`src/shared/ttfm_pkg.sv`:
```
// constants shared by the two-trip fault memory
package ttfm_pkg;

    // default sizes
    localparam int NUM_FAULTS_DEF  = 8;
    localparam int NUM_MON_DEF     = 4;

    // drive-count field
    localparam int COUNT_W           = 8;
    localparam logic [7:0] COUNT_ZERO       = 8'h00;
    localparam logic [7:0] COUNT_MAX        = 8'hfe;
    localparam logic [7:0] COUNT_FIRST_TRIP = 8'hff;

    // snapshot priority, a lower number wins; zero means the slot is empty
    localparam int PRIO_W                   = 2;
    localparam logic [1:0] PRIO_NONE        = 2'h0;
    localparam logic [1:0] PRIO_HIGH        = 2'h1;
    localparam logic [1:0] PRIO_NORMAL      = 2'h2;
    localparam logic [1:0] PRIO_PENDING     = 2'h3;

    // snapshot field widths
    localparam int RPM_W      = 16;
    localparam int SPEED_W    = 8;
    localparam int COOLANT_W  = 8;
    localparam int LOAD_W     = 8;
    localparam int TRIM_W     = 8;
    localparam int THROTTLE_W = 8;
    localparam int IAT_W      = 8;

endpackage

```
`src/logic/ttfm_core.sv`:
```
// two-trip fault memory: pending and confirmed codes, lamp, snapshot slot, readiness
`timescale 1ns/1ns
`default_nettype none
// How it works
// - first detection stores pending code, lamp off
// - clean diagnosed next trip clears pending code
// - repeat next trip confirms code, lamp on
// - non-diagnosed trip keeps pending code unchanged
// - lamp-first classes confirm at first detection
// - pending and confirmed share index, latest result
// - after erase no pending until redetected
// - drives since detection counted, zero while detected
// - pending-only code reports first-trip marker
// - snapshot captures operating conditions at detection
// - single snapshot slot, pending or confirmed
// - pending snapshot replaced by different pending code
// - confirmed snapshot blocks further pending snapshots
// - priorities: misfire/fuel 1, others 2, pending 3
// - higher priority replaces, equal confirmed priority keeps original
// - erase clears codes and snapshot
// - readiness completes on run, sticky until erase
// - erase or power loss resets all readiness
// - fail-safe lights lamp at once
module ttfm_core #(
    parameter int NUM_FAULTS = ttfm_pkg::NUM_FAULTS_DEF,
    parameter int NUM_MON    = ttfm_pkg::NUM_MON_DEF
) (
    input  wire logic                                     clk_in,
    input  wire logic                                     sys_rst_in,
    input  wire logic                                     clk_en_in,
    input  wire logic                                     trip_end_in,
    input  wire logic                                     trip_pattern_ok_in,
    input  wire logic                                     detect_in,
    input  wire logic [((NUM_FAULTS > 1) ? $clog2(NUM_FAULTS) : 1)-1:0] detect_idx_in,
    input  wire logic                                     detect_high_prio_in,
    input  wire logic                                     detect_lamp_first_in,
    input  wire logic [NUM_MON-1:0]                       readiness_run_in,
    input  wire logic                                     erase_in,
    input  wire logic                                     power_loss_in,
    input  wire logic                                     failsafe_in,
    input  wire logic [ttfm_pkg::RPM_W-1:0]               engine_speed_in,
    input  wire logic [ttfm_pkg::SPEED_W-1:0]             vehicle_speed_in,
    input  wire logic [ttfm_pkg::COOLANT_W-1:0]           coolant_temp_in,
    input  wire logic [ttfm_pkg::LOAD_W-1:0]              load_in,
    input  wire logic [ttfm_pkg::TRIM_W-1:0]              short_trim_in,
    input  wire logic [ttfm_pkg::TRIM_W-1:0]              long_trim_in,
    input  wire logic [ttfm_pkg::THROTTLE_W-1:0]          throttle_in,
    input  wire logic [ttfm_pkg::IAT_W-1:0]               intake_temp_in,
    output wire logic                                     fault_lamp_out,
    output wire logic [NUM_FAULTS-1:0]                    pending_fault_code_out,
    output wire logic [NUM_FAULTS-1:0]                    confirmed_fault_code_out,
    output wire logic [NUM_FAULTS-1:0]                    detected_this_trip_out,
    output wire logic [NUM_FAULTS*ttfm_pkg::COUNT_W-1:0]  drive_count_out,
    output wire logic [NUM_MON-1:0]                       readiness_complete_out,
    output wire logic [ttfm_pkg::PRIO_W-1:0]              snap_priority_out,
    output wire logic [((NUM_FAULTS > 1) ? $clog2(NUM_FAULTS) : 1)-1:0] snap_idx_out,
    output wire logic [ttfm_pkg::RPM_W-1:0]               snap_engine_speed_out,
    output wire logic [ttfm_pkg::SPEED_W-1:0]             snap_vehicle_speed_out,
    output wire logic [ttfm_pkg::COOLANT_W-1:0]           snap_coolant_temp_out,
    output wire logic [ttfm_pkg::LOAD_W-1:0]              snap_load_out,
    output wire logic [ttfm_pkg::TRIM_W-1:0]              snap_short_trim_out,
    output wire logic [ttfm_pkg::TRIM_W-1:0]              snap_long_trim_out,
    output wire logic [ttfm_pkg::THROTTLE_W-1:0]          snap_throttle_out,
    output wire logic [ttfm_pkg::IAT_W-1:0]               snap_intake_temp_out
);

    localparam int IW = (NUM_FAULTS > 1) ? $clog2(NUM_FAULTS) : 1;
    localparam int CW = ttfm_pkg::COUNT_W;

    typedef struct packed {
        logic [NUM_FAULTS-1:0]                     pending;
        logic [NUM_FAULTS-1:0]                     confirmed;
        logic [NUM_FAULTS-1:0]                     seen;
        logic [NUM_FAULTS-1:0][CW-1:0]             count;
        logic [NUM_FAULTS-1:0][CW-1:0]             report;
        logic [NUM_MON-1:0]                        ready;
        logic                                      lamp;
        logic [ttfm_pkg::PRIO_W-1:0]               snap_prio;
        logic [IW-1:0]                             snap_idx;
        logic [ttfm_pkg::RPM_W-1:0]                snap_rpm;
        logic [ttfm_pkg::SPEED_W-1:0]              snap_speed;
        logic [ttfm_pkg::COOLANT_W-1:0]            snap_coolant;
        logic [ttfm_pkg::LOAD_W-1:0]               snap_load;
        logic [ttfm_pkg::TRIM_W-1:0]               snap_strim;
        logic [ttfm_pkg::TRIM_W-1:0]               snap_ltrim;
        logic [ttfm_pkg::THROTTLE_W-1:0]           snap_throttle;
        logic [ttfm_pkg::IAT_W-1:0]                snap_iat;
    } ttfm_state_s;

    ttfm_state_s st;
    ttfm_state_s next_st;

    // priority of a confirmed code from its class
    function automatic logic [ttfm_pkg::PRIO_W-1:0] confirmed_prio(input logic high);
        confirmed_prio = high ? ttfm_pkg::PRIO_HIGH : ttfm_pkg::PRIO_NORMAL;
    endfunction

    always_comb begin
        logic                         promote;
        logic                         new_conf;
        logic                         take_snap;
        logic [ttfm_pkg::PRIO_W-1:0]  new_prio;
        int unsigned                  di;
        promote   = 1'b0;
        new_conf  = 1'b0;
        take_snap = 1'b0;
        new_prio  = ttfm_pkg::PRIO_NONE;
        di        = 0;
        next_st   = st;

        // erase or lost retained memory wipes everything first, so a detection or readiness run
        // of the same cycle is applied on top and is not lost; a trip end of that cycle is dropped
        if (erase_in || power_loss_in) begin
            next_st.pending   = '0;
            next_st.confirmed = '0;
            next_st.seen      = '0;
            next_st.count     = '0;
            next_st.ready     = '0;
            next_st.snap_prio = ttfm_pkg::PRIO_NONE;
        end else if (trip_end_in) begin
            for (int i = 0; i < NUM_FAULTS; i++) begin
                // a trip without the driving pattern ran no diagnosis: keep the code
                if (trip_pattern_ok_in && !st.seen[i]) begin
                    next_st.pending[i] = 1'b0;
                end
                if (st.confirmed[i] && !st.seen[i] && st.count[i] < ttfm_pkg::COUNT_MAX) begin
                    next_st.count[i] = CW'(st.count[i] + 1'b1);
                end
            end
            next_st.seen = '0;
        end

        // readiness is sticky; only the wipe above clears it
        next_st.ready = next_st.ready | readiness_run_in;

        // indices beyond the table are ignored
        if (detect_in && (int'(detect_idx_in) < NUM_FAULTS)) begin
            di = int'(detect_idx_in);
            // a pending code left by an earlier trip and not seen this trip means
            // this is the consecutive trip
            promote  = next_st.confirmed[di] || detect_lamp_first_in
                       || (next_st.pending[di] && !next_st.seen[di]);
            new_conf = promote && !next_st.confirmed[di];
            next_st.pending[di] = 1'b1;
            next_st.seen[di]    = 1'b1;
            next_st.count[di]   = ttfm_pkg::COUNT_ZERO;
            if (promote) begin
                next_st.confirmed[di] = 1'b1;
            end
            if (new_conf) begin
                new_prio  = confirmed_prio(detect_high_prio_in);
                take_snap = (next_st.snap_prio == ttfm_pkg::PRIO_NONE)
                            || (new_prio < next_st.snap_prio);
            end else if (!promote) begin
                new_prio  = ttfm_pkg::PRIO_PENDING;
                take_snap = (next_st.snap_prio == ttfm_pkg::PRIO_NONE)
                            || ((next_st.snap_prio == ttfm_pkg::PRIO_PENDING)
                                && (next_st.snap_idx != detect_idx_in));
            end
        end

        // one slot only: a capture overwrites whatever was there
        if (take_snap) begin
            next_st.snap_prio     = new_prio;
            next_st.snap_idx      = detect_idx_in;
            next_st.snap_rpm      = engine_speed_in;
            next_st.snap_speed    = vehicle_speed_in;
            next_st.snap_coolant  = coolant_temp_in;
            next_st.snap_load     = load_in;
            next_st.snap_strim    = short_trim_in;
            next_st.snap_ltrim    = long_trim_in;
            next_st.snap_throttle = throttle_in;
            next_st.snap_iat      = intake_temp_in;
        end

        for (int i = 0; i < NUM_FAULTS; i++) begin
            if (next_st.confirmed[i]) begin
                next_st.report[i] = next_st.count[i];
            end else if (next_st.pending[i]) begin
                next_st.report[i] = ttfm_pkg::COUNT_FIRST_TRIP;
            end else begin
                next_st.report[i] = ttfm_pkg::COUNT_ZERO;
            end
        end

        // pending-only codes never light the lamp
        next_st.lamp = (|next_st.confirmed) || failsafe_in;
    end

    always_ff @(posedge clk_in or posedge sys_rst_in) begin
        if (sys_rst_in) begin
            st <= '0;
        end else if (clk_en_in) begin
            st <= next_st;
        end
    end

    assign fault_lamp_out           = st.lamp;
    assign pending_fault_code_out   = st.pending;
    assign confirmed_fault_code_out = st.confirmed;
    assign detected_this_trip_out   = st.seen;
    assign drive_count_out          = st.report;
    assign readiness_complete_out   = st.ready;
    assign snap_priority_out        = st.snap_prio;
    assign snap_idx_out             = st.snap_idx;
    assign snap_engine_speed_out    = st.snap_rpm;
    assign snap_vehicle_speed_out   = st.snap_speed;
    assign snap_coolant_temp_out    = st.snap_coolant;
    assign snap_load_out            = st.snap_load;
    assign snap_short_trim_out      = st.snap_strim;
    assign snap_long_trim_out       = st.snap_ltrim;
    assign snap_throttle_out        = st.snap_throttle;
    assign snap_intake_temp_out     = st.snap_iat;

endmodule
`default_nettype wire

```
`config.mk`:
```
export PLATFORM = sky130hd
export DESIGN_NAME = ttfm_core
export DESIGN_NICKNAME = d
export VERILOG_FILES = /design/src/shared/ttfm_pkg.sv /design/src/logic/ttfm_core.sv
export SDC_FILE = /design/constraint.sdc
export NUM_CORES = 1
export LEC_CHECK = 0
export ABC_AREA = 1
export BUFFER_PORTS_ARGS = -buffer_cell sky130_fd_sc_hd__buf_4
export CORE_AREA = 2 2 227 229
export DETAILED_ROUTE_END_ITERATION = 10
export DIE_AREA = 0 0 229 231
export PLACE_DENSITY = 0.39
export SLEW_MARGIN = 20
export SYNTH_ARGS = -nofsm -noshare
export SYNTH_HDL_FRONTEND = slang
export SYNTH_SLANG_ARGS = --single-unit
export TNS_END_PERCENT = 20
```
`constraint.sdc`:
```
create_clock -name clk_in -period 8.9 [get_ports clk_in]
set_clock_uncertainty 0.15 [all_clocks]
set_input_delay 0.445 -clock clk_in [delete_from_list [all_inputs] [get_ports clk_in]]
set_output_delay 0.445 -clock clk_in [all_outputs]
set_load 0.02 [all_outputs]
```
==> impl_metrics.env, run 1 <==
export IMPL_synth_top_area_share=0.4676
export IMPL_diodes=0
export IMPL_firstDrtPassIters=5
export IMPL_cts_buffer_depth=3
export IMPL_synth_area_um2=12520
export IMPL_wl_per_cell_um=15.72
export IMPL_fin_setup_tns_ns=0
export IMPL_vias_per_cell=4.245
export IMPL_reg2reg_slack_ns=6.03
export IMPL_crit_start="power_loss_in"
export IMPL_synthArstFlopShare=1.000
export IMPL_dieWidth_um=229
export IMPL_reg2reg_to="snap_vehicle_speed_out[2]$_DFFE_PP0P_"
export IMPL_yosysMostFrequentCell="nand2_1"
export IMPL_port_buffers=259
export IMPL_crit_arrival_ns=3.61
export IMPL_required_ns=9.25
export IMPL_synth_common_cells="nand2_1 (549), dfrtp_1 (234), buf_4 (178), nand3_1 (125), inv_1 (117)"
export IMPL_dp_hpwl_um=26490
export IMPL_ys_ff_latch=234
export IMPL_grt_pass1_wl_um=60200
export IMPL_synth_edf_count=0
export IMPL_antenna_found_initial=3
export IMPL_synth_seq_area_share=0.4676
export IMPL_hold_slack_ns=0.05233
export IMPL_nets=1853
export IMPL_postCtsResizedCells=0
export IMPL_clk_latency_ns=0.57
export IMPL_dpl_cell_area_um2=13840
export IMPL_place_gp_congestion=0.7915
export IMPL_yosysWarnings=0
export IMPL_drc_errors=0
export IMPL_fmax_mhz=307.4
export IMPL_timing_final_crit_share=0.3655
export IMPL_ys_flop_type="dfrtp_1"
export IMPL_cpMaxStageDelayCell="nor2_4"
export IMPL_layout_drive_gt1_share=0.1910
export IMPL_worst_path_largest_cell_delay_ns=0.66
export IMPL_die_area_um2=52900
export IMPL_power_leakage_nw=7.668
export IMPL_r2r_start="confirmed_fault_code_out[2]$_DFFE_PP0P_"
export IMPL_dieHeight_um=231
export IMPL_min_period_ns=3.253
export IMPL_core_area_um2=50680
export IMPL_grt_overflow=0
export IMPL_cts_tree="done"
export IMPL_yosys_top_cells_area="dfrtp_1 (47%), nand2_1 (16%), buf_4 (11%)"
export IMPL_synth_nets=1701
export IMPL_cp_cell_sequence="buf_4, nor2_4, inv_2, nor2_1, inv_1, a21oi_1, nor2_1, nand2_1, nor2_1, nand2_2, nand2_1, nand2_1, nor2_4, inv_2, buf_4, nand2_1, nand2_1"
export IMPL_cts_setup_buffers=0
export IMPL_io_pins=260
export IMPL_peakVddDrop_v=0.0001424
export IMPL_yosysTopAreaCell="dfrtp_1"
export IMPL_crit_top_cell="nand2_1"
export IMPL_crit_path_end_kind="flop"
export IMPL_finalInstanceArea_um2=15660
export IMPL_power_density_nw_per_um2=200.0
export IMPL_finalSetupViolations=0
export IMPL_cts_hold_buffers=77
export IMPL_syn_inst=1602
export IMPL_start_util=0.2471
export IMPL_hold_path_class="in2reg"
export IMPL_critPathKind="in2reg"
export IMPL_yosysUniqueCellTypes=40
export IMPL_slew_viol_final=0
export IMPL_num_rows=83
export IMPL_cts_root_buffer="clkbuf_16"
export IMPL_routed_wl_um=38600
export IMPL_first_global_vias=10547
export IMPL_crit_path_end="snap_throttle_out[6]$_DFFE_PP0P_"
export IMPL_reg2reg_depth=14
export IMPL_syn_avg_cell_area_um2=7.816
export IMPL_outcome="finished clean"
export IMPL_grt_max_degree=130
export IMPL_grt_use_total=0.1428
export IMPL_utilization=0.3090
export IMPL_rsz0062_at_grt="false"
export IMPL_worst_slew_pin_slew_ns=0.8706
export IMPL_crit_fanout=78
export IMPL_maxCapViolations=0
export IMPL_clock_sinks=234
export IMPL_cts_buffers=30
export IMPL_postRouteAntennaNets=0
export IMPL_path_clk_slew_ns=0.06
export IMPL_syn_to_final_growth_pct=25.04
export IMPL_via_count=10421
export IMPL_hold_violations=0
export IMPL_slew_headroom=0.4196
export IMPL_dr_first_iter_drc_count=598
export IMPL_htreeDepth=1
export IMPL_start_kind="input pin"
==> report_power, final <==
group | switching, mW | total, mW | internal [mW]
registers | 0.0726 | 1.24 | 1.17
logic | 0.371 | 0.615 | 0.244
clock network | 0.488 | 1.27 | 0.783
==> metal layers <==
metal | GRT usage | share of wire | up-vias
met3 | 0.02730 | 0.046 | 48
li1 | - | - | 5248
met2 | 0.2422 | 0.49 | 172
met5 | 0 | 0.00083 | -
met4 | 0.03450 | 0.016 | 6
met1 | 0.1872 | 0.45 | 4947
==> per-stage QoR <==
| step | power, mW | worst slack (ns) | instances |
|---|---|---|---|
| 6_report | 3.131 | 5.647 | 2455 |
| 5_1_grt | 3.297 | 5.356 | 2455 |
| 4_1_cts | 3.197 | 5.645 | 2454 |
| 3_5_place_dp | 1.863 | 5.043 | 2324 |
| 3_3_place_gp | 1.860 | 5.226 | 2324 |
| 2_1_floorplan | 1.715 | 1.887 | 1602 |
==> worst max-delay path: cells and delay by family <==
family | cells | cell delay, ns
and+or+nand+nor | 11 | 1.80
buffers and inverters | 5 | 1.12
AOI/OAI and AO/OA | 1 | 0.16
==> worst min path at each step <==
stage | startpoint | to | slack, ns | cells past startpoint
2_1_floorplan | snap_coolant_temp_out[0]$_DFFE_PP0P_ | snap_coolant_temp_out[0]$_DFFE_PP0P_ | 0.29 | 2
3_3_place_gp | snap_intake_temp_out[0]$_DFFE_PP0P_ | snap_intake_temp_out[0]$_DFFE_PP0P_ | 0.31 | 2
3_5_place_dp | snap_coolant_temp_out[6]$_DFFE_PP0P_ | snap_coolant_temp_out[6]$_DFFE_PP0P_ | 0.31 | 2
4_1_cts | detect_idx_in[2] | snap_idx_out[2]$_DFFE_PP0P_ | 0.02 | 3
5_1_grt | detect_idx_in[2] | snap_idx_out[2]$_DFFE_PP0P_ | 0.08 | 3
6_report | failsafe_in | fault_lamp_out$_DFFE_PP0P_ | 0.05 | 5
==> layout by cell type, fill, tap and decap left out, types with 4 or more instances in the layout <==
cell type	instances
nand2_1	549
buf_4	265
dfrtp_1	234
nand3_1	125
inv_1	115
o21ai_0	113
nor2_1	82
dlygate4sd3_1	77
a21oi_1	39
clkbuf_16	31
nand4_1	18
nor3_1	14
xor2_1	10
a31oi_1	9
o21bai_1	9
ha_1	9
clkbuf_8	8
xnor2_1	7
a21oi_2	6
clkbuf_1	6
clkinv_2	5
o21ai_1	4
==> cell type report <==
cell class | count | area (µm²)
Tap cell | 680 | 850.8
Fill cell | 5528 | 35020
Sequential cell | 234 | 5856
Multi-Input combinational cell | 1025 | 4679
Timing Repair Buffer | 343 | 2788
Inverter | 120 | 460.4
Clock inverter | 8 | 115.1
Clock buffer | 45 | 908.4
==> logic make-up after synthesis <==
group | share of synthesized area
buffers and inverters | 0.1595
XOR/XNOR | 0.01189
flip-flops | 0.4676
adder cells (fa/ha/maj) | 0.008993
AND/OR/NAND/NOR | 0.2676
AO/OA/AOI/OAI | 0.08443
Power figures use the tool's default switching activity.
==> run 2, diff against run 1 <==
Clock period 8.9 ns to 3.4 ns, I/O delays scaled along.
==> impl_metrics.env, run 2 (synthesis results as in run 1) <==
export IMPL_slew_viol_final=0
export IMPL_clock_sinks=234
export IMPL_timing_final_crit_share=0.8930
export IMPL_worst_slew_pin_slew_ns=0.8102
export IMPL_crit_fanout=52
export IMPL_fin_ws_ns=0.3637
export IMPL_cts_buffers=30
export IMPL_outcome="finished clean"
export IMPL_vias_per_cell=4.255
export IMPL_rsz0062_at_grt="false"
export IMPL_dieWidth_um=229
export IMPL_finalInstanceArea_um2=15820
export IMPL_worst_path_buf_inv=4
export IMPL_hold_violations=0
export IMPL_dr_first_iter_drc_count=608
export IMPL_die_area_um2=52900
export IMPL_crit_arrival_ns=3.38
export IMPL_power_density_nw_per_um2=504.4
export IMPL_firstDrtPassIters=5
export IMPL_cts_tree="done"
export IMPL_cts_buffer_depth=3
export IMPL_start_kind="flop"
export IMPL_nets=1873
export IMPL_path_clk_slew_ns=0.06
export IMPL_hold_path_class="in2async"
export IMPL_final_common_cell="nand2_1"
export IMPL_cp_cell_sequence="inv_1, nand3_1, dlygate4sd3_1, nand3_1, nand2_1, nand3_1, nand2_1, o21ai_2, nand2_2, o21ai_1, nor2_4, inv_2, buf_12, nand2_1, nand2_1"
export IMPL_critPathKind="reg2reg"
export IMPL_postRouteAntennaNets=0
export IMPL_layout_drive_gt1_share=0.1901
export IMPL_grt_overflow=0
export IMPL_port_buffers=259
export IMPL_finalSetupViolations=0
export IMPL_via_count=10528
export IMPL_io_pins=260
export IMPL_num_rows=83
export IMPL_fmax_mhz=329.4
export IMPL_core_area_um2=50680
export IMPL_routed_wl_um=38350
export IMPL_diodes=0
export IMPL_min_period_ns=3.036
export IMPL_cpMaxStageDelayCell="dlygate4sd3_1"
export IMPL_crit_top_cell="nand2_1"
export IMPL_grt_max_degree=91
export IMPL_dp_hpwl_um=27270
export IMPL_slew_headroom=0.4599
export IMPL_first_global_vias=10443
export IMPL_cpLargestDelayFamily="buffers and inverters"
export IMPL_utilization=0.3122
export IMPL_syn_to_final_growth_pct=26.35
export IMPL_maxCapViolations=0
export IMPL_required_ns=3.75
export IMPL_dpl_cell_count=2331
export IMPL_place_ws_ns=0.6352
export IMPL_fin_cells=2474
export IMPL_worst_path_largest_cell_delay_ns=0.55
export IMPL_htreeDepth=1
export IMPL_start_util=0.2471
export IMPL_clk_latency_ns=0.56
export IMPL_peakVddDrop_v=0.0003672
export IMPL_antenna_found_initial=1
export IMPL_final_cell_mix="nand2_1 (549), buf_4 (267), dfrtp_1 (234)"
export IMPL_grt_use_total=0.1415
export IMPL_drc_errors=0
export IMPL_dpl_cell_area_um2=13950
export IMPL_place_gp_congestion=0.8016
export IMPL_power_leakage_nw=7.722
export IMPL_wl_per_cell_um=15.50
export IMPL_crit_path_end_kind="flop"
export IMPL_fin_setup_tns_ns=0
export IMPL_dieHeight_um=231
export IMPL_grt_pass1_wl_um=60200
export IMPL_cts_root_buffer="clkbuf_16"
run 2: final cells by class:
class                           count  area [µm²]
Clock inverter                      3       15.01
Multi-Input combinational cell   1025        4695
Timing Repair Buffer              363        3015
Clock buffer                       49       933.4
Sequential cell                   234        5856
Inverter                          120       456.7
Fill cell                        5484       34860
Tap cell                          680       850.8
run 2: worst paths after layout:
| kind | startpoint | endpoint | slack [ns] | cells past startpoint |
|---|---|---|---|---|
| max | detected_this_trip_out[7]$_DFFE_PP0P_ | snap_long_trim_out[0]$_DFFE_PP0P_ | 0.36 | 15 |
| min | sys_rst_in | snap_load_out[5]$_DFFE_PP0P_ | 0.01 | 3 |
| max reg2reg | detected_this_trip_out[7]$_DFFE_PP0P_ | snap_long_trim_out[0]$_DFFE_PP0P_ | 0.36 | 15 |
| min reg2reg | snap_vehicle_speed_out[3]$_DFFE_PP0P_ | snap_vehicle_speed_out[3]$_DFFE_PP0P_ | 0.32 | 2 |
| max in group asynchronous | sys_rst_in | drive_count_out[43]$_DFFE_PP0P_ | 2.22 | 4 |
| min in group clk_in | detect_idx_in[0] | pending_fault_code_out[5]$_DFFE_PP0P_ | 0.15 | 5 |
run 2: per-layer routing:
metal / global-route usage / share of wire / up-vias
li1: - / - / 5291
met1: 0.1877 / 0.46 / 5000
met2: 0.2370 / 0.48 / 177
met3: 0.02038 / 0.037 / 58
met4: 0.04566 / 0.027 / 2
met5: 0 / 0.00034 / -
run 2: through the flow:
stage               total power [mW]  hold slack (ns)
floorplan                      4.490           0.1366
global placement               4.888          0.03826
detailed placement             4.893          0.03812
CTS                            8.149        0.0004913
global route                   8.404          0.01484
finish                         7.981          0.01337
run 2: power breakdown:
part	switching (mW)	internal (mW)	total (mW)	leakage, nW
Clock	1.23	1.84	3.08	0.469
Combinational	0.982	0.663	1.65	4.17
Sequential	0.190	3.07	3.26	3.08
Total	2.40	5.58	7.98	7.72
run 2: worst reg2reg max path, cell delays in order (launching register included):
cell           delay [ns]
dfrtp_1              0.47
inv_1                0.12
nand3_1              0.06
dlygate4sd3_1        0.55
nand3_1              0.10
nand2_1              0.06
nand3_1              0.10
nand2_1              0.07
o21ai_2              0.15
nand2_2              0.19
o21ai_1              0.27
nor2_4               0.07
inv_2                0.15
buf_12               0.26
nand2_1              0.13
nand2_1              0.07
run 2: repair_timing:
action                                  4_1_cts  5_1_grt
endpoints found under the setup margin        0      138
gates resized for setup                       0        2
hold endpoints to repair                    345        0
hold buffers                                 92        0
buffers inserted                              0        0
